## src/hdl/iag_pkg.sv

```systemverilog
// constants, types and state layout of the indexed address generator
// assumes a 16-bit core with a 64-Kbyte address space
//
// Summary of operation
// RQ1: opcode, postbyte, then zero to two extensions
// RQ2: signed 5, 9, 16-bit offsets plus base
// RQ3: 5-bit offset lives in postbyte, any base
// RQ4: 9-bit sign in postbyte, low byte follows
// RQ5: 16-bit offset from two bytes, wraps
// RQ6: auto-modify by one to eight, pre or post
// RQ7: auto-modify bases exclude the program counter
// RQ8: stack pointer everywhere, program counter mostly
// RQ9: accumulator A, B or D added to base
// RQ10: accumulator offset leaves base untouched
// RQ11: indirect forms read 16-bit pointer at address
// RQ12: indirect forms accept all four bases
// RQ13: zero flag follows loaded value only
// RQ14: program counter base is next instruction address
package iag_pkg;

  // --------------------------------------------------------------
  // widths and field positions
  // --------------------------------------------------------------
  localparam int ADDR_W = 16;
  localparam int PB_GRP_HI = 7;
  localparam int PB_GRP_LO = 5;
  localparam int PB_AUTO_BIT = 5;
  localparam int PB_POST_BIT = 4;
  localparam int PB_SIGN5_BIT = 4;
  localparam logic [2:0] PB_GRP_EXT = 3'h7;

  // --------------------------------------------------------------
  // base register select codes
  // --------------------------------------------------------------
  localparam logic [1:0] BASE_X = 2'h0;
  localparam logic [1:0] BASE_Y = 2'h1;
  localparam logic [1:0] BASE_SP = 2'h2;
  localparam logic [1:0] BASE_PC = 2'h3;

  // --------------------------------------------------------------
  // low three bits of the extended group
  // --------------------------------------------------------------
  localparam logic [2:0] EXT_OFS9_POS = 3'h0;
  localparam logic [2:0] EXT_OFS9_NEG = 3'h1;
  localparam logic [2:0] EXT_OFS16 = 3'h2;
  localparam logic [2:0] EXT_OFS16_IND = 3'h3;
  localparam logic [2:0] EXT_ACC_A = 3'h4;
  localparam logic [2:0] EXT_ACC_B = 3'h5;
  localparam logic [2:0] EXT_ACC_D = 3'h6;
  localparam logic [2:0] EXT_ACC_D_IND = 3'h7;

  // --------------------------------------------------------------
  // reset values and state
  // --------------------------------------------------------------
  localparam logic [ADDR_W-1:0] ADDR_RST = 16'h0000;

  typedef enum logic [1:0] {
    IAG_IDLE = 2'h0,
    IAG_DONE = 2'h1,
    IAG_PTR = 2'h3
  } iag_state_e;

  typedef struct packed {
    iag_state_e st;
    logic [ADDR_W-1:0] ea;
    logic [ADDR_W-1:0] base_val;
    logic [1:0] base_sel;
    logic base_we;
    logic [1:0] ext_n;
    logic zero;
  } iag_regs_s;

endpackage

```

## src/hdl/iag_calc_if.sv

```systemverilog
// adder operand and result bundle between generator and adder
// assumes both ends run in the same combinational cone
`timescale 1ns/10ps
interface iag_calc_if #(parameter int W = 16);
  logic [W-1:0] base;
  logic [W-1:0] offs;
  logic [W-1:0] sum;
  modport adder (input base, input offs, output sum);
  modport user (output base, output offs, input sum);
endinterface // iag_calc_if

```

## src/hdl/iag_adder.sv

```systemverilog
// wrap-around address adder
// assumes operands arrive combinationally from the generator
`timescale 1ns/10ps
module iag_adder #(
  parameter int W = 16
) (
  // operands and result
  iag_calc_if.adder calc
);
  if (W < 1) begin : g_bad_w
    $error("iag_adder width must be positive");
  end

  // sum drops the carry so it wraps within the space
  assign calc.sum = calc.base + calc.offs; // see RQ5
endmodule // iag_adder

```

## src/hdl/iag_top.sv

```systemverilog
// indexed address generator: decodes postbyte and extension bytes
// assumes the queue presents the postbyte and the next two bytes and
// the core holds its registers stable while a request is taken
`timescale 1ns/10ps
module iag_top
  import iag_pkg::*;
#(
  parameter int TAIL_W = 2
) (
  // clock and reset
  input wire logic CORE_CLK,
  input wire logic RST,
  // instruction queue side
  input wire logic REQ_VALID,
  output logic REQ_READY,
  input wire logic [7:0] POSTBYTE,
  input wire logic [7:0] EXT_BYTE_1,
  input wire logic [7:0] EXT_BYTE_2,
  input wire logic [ADDR_W-1:0] PC_POSTBYTE,
  input wire logic [TAIL_W-1:0] TAIL_BYTES,
  // core registers
  input wire logic [ADDR_W-1:0] INDEX_X,
  input wire logic [ADDR_W-1:0] INDEX_Y,
  input wire logic [ADDR_W-1:0] STACK_POINTER,
  input wire logic [7:0] ACC_A,
  input wire logic [7:0] ACC_B,
  // pointer fetch on the memory bus
  output logic MEM_REQ,
  output logic [ADDR_W-1:0] MEM_ADDR,
  input wire logic MEM_ACK,
  input wire logic [ADDR_W-1:0] MEM_RDATA,
  // result
  output logic EA_VALID,
  output logic [ADDR_W-1:0] EA,
  output logic [1:0] EXT_COUNT,
  output logic BASE_WE,
  output logic [1:0] BASE_SEL,
  output logic [ADDR_W-1:0] BASE_VALUE,
  // loaded operand and zero flag
  input wire logic LOAD_VALID,
  input wire logic [ADDR_W-1:0] LOAD_DATA,
  output logic ZERO_FLAG
);

  // ----------------------------------------------------------------
  // parameter check
  // ----------------------------------------------------------------
  // byte concatenations below assume a two-byte address
  if (ADDR_W != 16) begin : g_bad_addr
    $error("iag_top needs a 16-bit address");
  end
  if (TAIL_W < 1 || TAIL_W > 4) begin : g_bad_tail
    $error("iag_top TAIL_W must be 1 to 4");
  end

  // ----------------------------------------------------------------
  // state and adders
  // ----------------------------------------------------------------
  iag_regs_s r_reg;
  iag_regs_s r_next;
  logic [1:0] rr;
  logic [ADDR_W-1:0] offs;
  logic [ADDR_W-1:0] delta;
  logic [ADDR_W-1:0] base;
  logic [ADDR_W-1:0] pc_base;
  logic [1:0] ext;
  logic ind;
  logic auto_mod;
  logic pre;

  iag_calc_if #(.W(ADDR_W)) ea_if ();
  iag_calc_if #(.W(ADDR_W)) mod_if ();

  iag_adder #(.W(ADDR_W)) u_ea_add (
    .calc(ea_if.adder)
  );

  iag_adder #(.W(ADDR_W)) u_mod_add (
    .calc(mod_if.adder)
  );

  // ----------------------------------------------------------------
  // postbyte decode
  // ----------------------------------------------------------------
  always_comb begin
    rr = POSTBYTE[PB_GRP_HI:PB_GRP_HI-1];
    offs = '0;
    delta = '0;
    ext = 2'h0;
    ind = 1'b0;
    auto_mod = 1'b0;
    pre = 1'b0;
    if (POSTBYTE[PB_GRP_HI:PB_GRP_LO] == PB_GRP_EXT) begin
      rr = POSTBYTE[4:3]; // see RQ8 see RQ12
      case (POSTBYTE[2:0])
        EXT_OFS9_POS, EXT_OFS9_NEG: begin
          offs = {{8{POSTBYTE[0]}}, EXT_BYTE_1}; // see RQ4
          ext = 2'h1;
        end
        EXT_OFS16: begin
          offs = {EXT_BYTE_1, EXT_BYTE_2}; // see RQ5
          ext = 2'h2;
        end
        EXT_OFS16_IND: begin
          offs = {EXT_BYTE_1, EXT_BYTE_2}; // see RQ11
          ext = 2'h2;
          ind = 1'b1;
        end
        // accumulator offsets are zero extended
        EXT_ACC_A: offs = {8'h00, ACC_A}; // see RQ9
        EXT_ACC_B: offs = {8'h00, ACC_B}; // see RQ9
        EXT_ACC_D: offs = {ACC_A, ACC_B}; // see RQ9
        EXT_ACC_D_IND: begin
          offs = {ACC_A, ACC_B}; // see RQ11
          ind = 1'b1;
        end
        default: offs = '0;
      endcase
    end else if (!POSTBYTE[PB_AUTO_BIT]) begin
      // offset inside the postbyte, no extension
      offs = {{11{POSTBYTE[PB_SIGN5_BIT]}}, POSTBYTE[4:0]}; // see RQ3
    end else begin
      // group 111 is taken above, so rr is never the pc here
      auto_mod = 1'b1; // see RQ7
      pre = !POSTBYTE[PB_POST_BIT];
      if (POSTBYTE[3]) begin
        delta = {12'hfff, POSTBYTE[3:0]}; // see RQ6
      end else begin
        delta = {12'h000, POSTBYTE[3:0]} + 16'h0001; // see RQ6
      end
    end
  end

  // ----------------------------------------------------------------
  // base select and adder operands
  // ----------------------------------------------------------------
  always_comb begin
    // pc base points past the whole instruction
    pc_base = PC_POSTBYTE + 16'h0001 + {14'h0000, ext}
      + ADDR_W'(TAIL_BYTES); // see RQ14
    case (rr)
      BASE_X: base = INDEX_X;
      BASE_Y: base = INDEX_Y;
      BASE_SP: base = STACK_POINTER; // see RQ8
      default: base = pc_base;
    endcase
    // post forms address with the old base, pre forms with the new
    ea_if.base = base;
    ea_if.offs = auto_mod ? (pre ? delta : '0) : offs; // see RQ2 see RQ6
    mod_if.base = base;
    mod_if.offs = delta;
  end

  // ----------------------------------------------------------------
  // sequence
  // ----------------------------------------------------------------
  always_comb begin
    r_next = r_reg;
    r_next.base_we = 1'b0;
    case (r_reg.st)
      IAG_IDLE: begin
        if (REQ_VALID) begin
          r_next.ea = ea_if.sum;
          r_next.ext_n = ext; // see RQ1
          r_next.base_sel = rr;
          // only auto-modify writes the base back
          r_next.base_val = mod_if.sum; // see RQ10
          r_next.base_we = auto_mod; // see RQ6 see RQ10
          r_next.st = ind ? IAG_PTR : IAG_DONE;
        end
      end
      IAG_PTR: begin
        // memory request stays up until the acknowledge edge
        if (MEM_ACK) begin
          r_next.ea = MEM_RDATA; // see RQ11
          r_next.base_we = r_reg.base_we;
          r_next.st = IAG_DONE;
        end else begin
          r_next.base_we = r_reg.base_we;
        end
      end
      IAG_DONE: r_next.st = IAG_IDLE;
      default: r_next.st = IAG_IDLE;
    endcase

    // ------------------------------------------------------------
    // zero flag
    // ------------------------------------------------------------
    // zero flag sees loads only, never the base update
    if (LOAD_VALID) begin
      r_next.zero = (LOAD_DATA == '0); // see RQ13
    end
  end

  // ----------------------------------------------------------------
  // state register
  // ----------------------------------------------------------------
  always_ff @(posedge CORE_CLK) begin
    if (RST) begin
      r_reg <= '{st: IAG_IDLE, ea: ADDR_RST, base_val: ADDR_RST,
                 base_sel: BASE_X, base_we: 1'b0, ext_n: 2'h0,
                 zero: 1'b0};
    end else begin
      r_reg <= r_next;
    end
  end

  // ----------------------------------------------------------------
  // outputs
  // ----------------------------------------------------------------
  assign REQ_READY = (r_reg.st == IAG_IDLE);
  assign MEM_REQ = (r_reg.st == IAG_PTR);
  assign MEM_ADDR = r_reg.ea; // see RQ11
  assign EA_VALID = (r_reg.st == IAG_DONE);
  assign EA = r_reg.ea;
  assign EXT_COUNT = r_reg.ext_n;
  // base write pulses only in the done cycle
  assign BASE_WE = r_reg.base_we && (r_reg.st == IAG_DONE);
  assign BASE_SEL = r_reg.base_sel;
  assign BASE_VALUE = r_reg.base_val;
  assign ZERO_FLAG = r_reg.zero;

endmodule // iag_top

```

## config.mk

```make
export PLATFORM = sky130hd
export DESIGN_NAME = iag_top
export DESIGN_NICKNAME = d
export VERILOG_FILES = /design/src/hdl/iag_pkg.sv /design/src/hdl/iag_calc_if.sv /design/src/hdl/iag_adder.sv /design/src/hdl/iag_top.sv
export SDC_FILE = /design/constraint.sdc
export NUM_CORES = 1
export LEC_CHECK = 0
export ABC_CLOCK_PERIOD_IN_PS = 8850
export BUFFER_PORTS_ARGS = -buffer_cell sky130_fd_sc_hd__buf_2
export CAP_MARGIN = 20
export CORE_UTILIZATION = 55
export CTS_CLUSTER_SIZE = 10
export DETAILED_ROUTE_END_ITERATION = 8
export PLACE_DENSITY = 0.92
export SKIP_CTS_REPAIR_TIMING = 1
export SYNTH_ARGS = -nofsm -noshare
export SYNTH_HDL_FRONTEND = slang
export SYNTH_SLANG_ARGS = --single-unit
export TNS_END_PERCENT = 10
```

## constraint.sdc

```tcl
create_clock -name CORE_CLK -period 8.85 [get_ports CORE_CLK]
set_input_delay 0.885 -clock CORE_CLK [delete_from_list [all_inputs] [get_ports CORE_CLK]]
set_output_delay 0.885 -clock CORE_CLK [all_outputs]
set_load 0.01 [all_outputs]
```

==> run_results.csv <==
group,metric,value,unit
status,outcome,"complete, no violations",
sta,maxSlewHeadroom,41.60,%
synth,post_synth_inst_count,647,
synth,ys_async_sr_fraction,0,%
setup_path,critical_path.max_stage_delay,0.56,ns
clock_tree,clk_root_buffer_cell,"clkbuf_8",
sta,setup_ws,3.060,ns
sta,final.setup_skew,0.006037,ns
synth,synthTopCellsByCount,"nor2_1, buf_4, ha_1",
clock_tree,cts.clk_slew.worst_paths,0.09,ns
min_path,timing.hold.worst.class,"reg2reg",
synth,synthesis.area_per_instance,7.933,sq um
sta,worst_slew_pin_slew,0.8760,ns
pwr,fin_total_pwr,0.0007993,W
clock_tree,h-tree-depth,2,
placement,io_buffers,199,
pwr,leakagePower,2.850,nW
setup_path,cp_data_arrival_time,6.03,ns
finish,finish.net_count,961,
synth,adder_cell_area_share_of_the_yosys_netlist,12.04,%
synth,synth_nets,837,
setup_path,crit_family,"adder cells",
clock_tree,tritoncts,"done",
pwr,power.ir.vdd_worst,0.00006510,V
placement,dpl.hpwl,12.86,mm
setup_path,worstPathCellList,"buf_2 -> ha_1 -> ha_1 -> a21o_1 -> and2_1 -> fa_1 -> ha_1 -> nand3_1 -> and2_1 -> nor4b_1 -> xor2_1 -> mux4_2 -> ha_1 -> a21o_1 -> a21o_1 -> a21o_1 -> a31oi_1 -> nand4_1 -> mux2i_1 -> or2_1",
synth,synth_cell_types,78,
placement,postPlaceCellArea,5761,sq um
global_route,grt_first_pass_wirelength,24.80,mm
route,routed_wirelength,15.70,mm
global_route,groute.usage.overall,31.51,%
synth,yosysWarningCount,0,
route,vias_per_cell,6.194,
pwr,power.density_cell_area,136.2,nW/um^2
sta,timing.final.setup_violations,0,
placement,preCtsSetupSlack,2.804,ns
synth,combinational_family_with_the_most_area_after_synthesis,"compound AO/OA/AOI/OAI gates",
setup_path,worst_setup_path_start_kind,"input pin",
floorplanning,die_width,98.60,microns
setup_path,capturing_element_type_of_the_critical_path,"flop",
synth,post_synth_edffs,0,
finish,n_fill_cell,775,
synth,post-synth-top-area-fraction,15.60,%
finish,core_util_final,66.00,%
clock_tree,cts_buffers,5,
global_route,grt.overflow.total,0,
sta,setup-tns-final,0,ns
global_route,largest_net_degree_at_the_start_of_global_routing,43,
synth,simple_gate_portion_of_the_synthesized_area,20.97,%
synth,synth-xor-area-share,4.949,%
route,final_antenna_net_count,0,
route,num_vias,5451,
route,routedWlPerCell,17.84,microns
synth,synth.top_cells.by_area,"dfxtp_1, ha_1, buf_4, mux4_2, nor2_1",
min_path,timing.hold.worst_path_depth,2,
floorplanning,io_pins,200,
synth,dominant_synthesized_flop_cell,"dfxtp_1",
floorplanning,die-area,9722,sq um
sta,maxClockFrequency,172.7,MHz
flow_run,drv_cap,0,
floorplanning,rows,34,
finish,final_layout_size_suffix_gt1_share,31.61,%
clock_tree,clock_sink_count,40,
synth,ys_seq_elements,40,
route,drc_errors,0,
setup_path,worstPathRequired,9.09,ns
finish,fin_area,5868,sq um
floorplanning,design.core.area,8891,sq um
finish,num_antenna_cells,0,
synth,mappedNetlistArea,5132,sq um
sta,min_period,5.790,ns
sta,drv_slew,0,
global_route,grt_pass1_vias,5059,
placement,place.gp.congestion,0.9909,
sta,post-route-period-util,65.42,%
clock_tree,cts-root-to-sink-buffers,2,
synth,synth_compound_area_share,27.06,%
synth,post_synth_mux_area_share,7.582,%
clock_tree,clock_network_latency_to_the_later_pin_of_the_worst_skew_pair,0.29,ns
sta,unrepaired_setup_endpoints_after_global_routing,"false",
setup_path,timing.critical_path.buf_inv,1,
synth,synth_most_common_cell,"nor2_1",
sta,report.final.hold_viol_count,0,
setup_path,critPathMaxFanout,16,
setup_path,r2r.worst_path.cells,7,
route,drtIter0Drc,325,
global_route,grt_antenna_before_repair,0,
finish,area_growth_syn_to_layout,14.33,%
setup_path,criticalPathCategory,"in2reg",
synth,synth.largest_area_cell,"dfxtp_1",
route,drt_first_pass_iters,5,
setup_path,cp.depth,20,
floorplanning,initial_core_util,57.73,%
synth,portion_of_the_post_synthesis_area_used_by_sequential_elements,15.60,%
floorplanning,die_h,98.60,microns
setup_path,critPathSlowestCell,"mux4_2",
## cell usage in the layout, fill, tap and decap left out, drive strengths merged, types with 3 or more instances in the layout
master and count:
nand2 40, a21boi 3, o211ai 4, and2 8
a31oi 12, xnor2 15, nor2 74, inv 24
a222oi 3, xor2 14, nor2b 9, nor3 22
ha 43, nand2b 5, mux2i 4, o21ai 29
dfxtp 40, o21bai 4, nor4 5, mux2 3
a211oi 16, and3 13, nand3 12, nand4 13
clkbuf 6, a221oi 21, nand3b 5, a211o 4
o22ai 3, mux4 14, a21oi 41, fa 4
buf 200, a221o 3, a21o 19
## path summary, 6_finish.rpt
check,start,end,slack (ns)
setup / recovery,POSTBYTE[0],EA[14],3.06
hold / removal,BASE_VALUE[4],BASE_VALUE[4],0.46
setup reg to reg,r_reg[38],EA[10],6.02
hold reg to reg,BASE_VALUE[4],BASE_VALUE[4],0.46
## stage by stage
| step | instances | hold WS, ns |
|---|---|---|
| global route | 880 | 0.4885 |
| detailed placement | 872 | 0.4447 |
| finish | 880 | 0.4585 |
| floorplan | 647 | 0.4322 |
| global placement | 872 | 0.4408 |
| CTS | 880 | 0.4560 |
## logic make-up (layout without fill, tap and decap cells)
logic type / after synthesis / after routing
adder cells (fa/ha/maj): 47 / 47
buffers and inverters: 107 / 232
flip-flops: 40 / 40
multiplexers: 21 / 21
AND/OR/NAND/NOR: 216 / 216
AO/OA/AOI/OAI: 187 / 187
XOR/XNOR: 29 / 29
## final cells by class
type                            instances  area [sq um]  share of cell area, %
Clock buffer                            6         72.57                  1.237
Clock inverter                          2         35.03                 0.5970
Inverter                               24         90.09                  1.535
Multi-Input combinational cell        500          3731                  63.58
Sequential cell                        40         800.8                  13.65
Tap cell                              108         135.1                  2.303
Timing Repair Buffer                  200          1003                  17.10
## worst register-to-register path: cells and delay by family, from the launching register on
family / cells / cell delay (ns)
buffers and inverters: 1 / 0.32
AO/OA/AOI/OAI: 5 / 1.30
flip-flops: 1 / 0.38
adder cells (fa/ha/maj): 1 / 0.75
## report_power, final
part           internal, W  leakage [nW]  total (W)  switching (W)
registers         0.000201         0.330   0.000213      0.0000124
clock network    0.0000839        0.0552   0.000152      0.0000682
logic             0.000185          2.46   0.000434       0.000249
## routing by layer
metal | up-vias | share of wire (%) | track usage, %
met2 | 250 | 48 | 54.12
met4 | 0 | 3.3 | 12.97
met3 | 37 | 6.4 | 3.901
li1 | 2604 | - | -
met5 | - | 0 | 0
met1 | 2560 | 43 | 40.11
(Power assumes the default switching activity.)
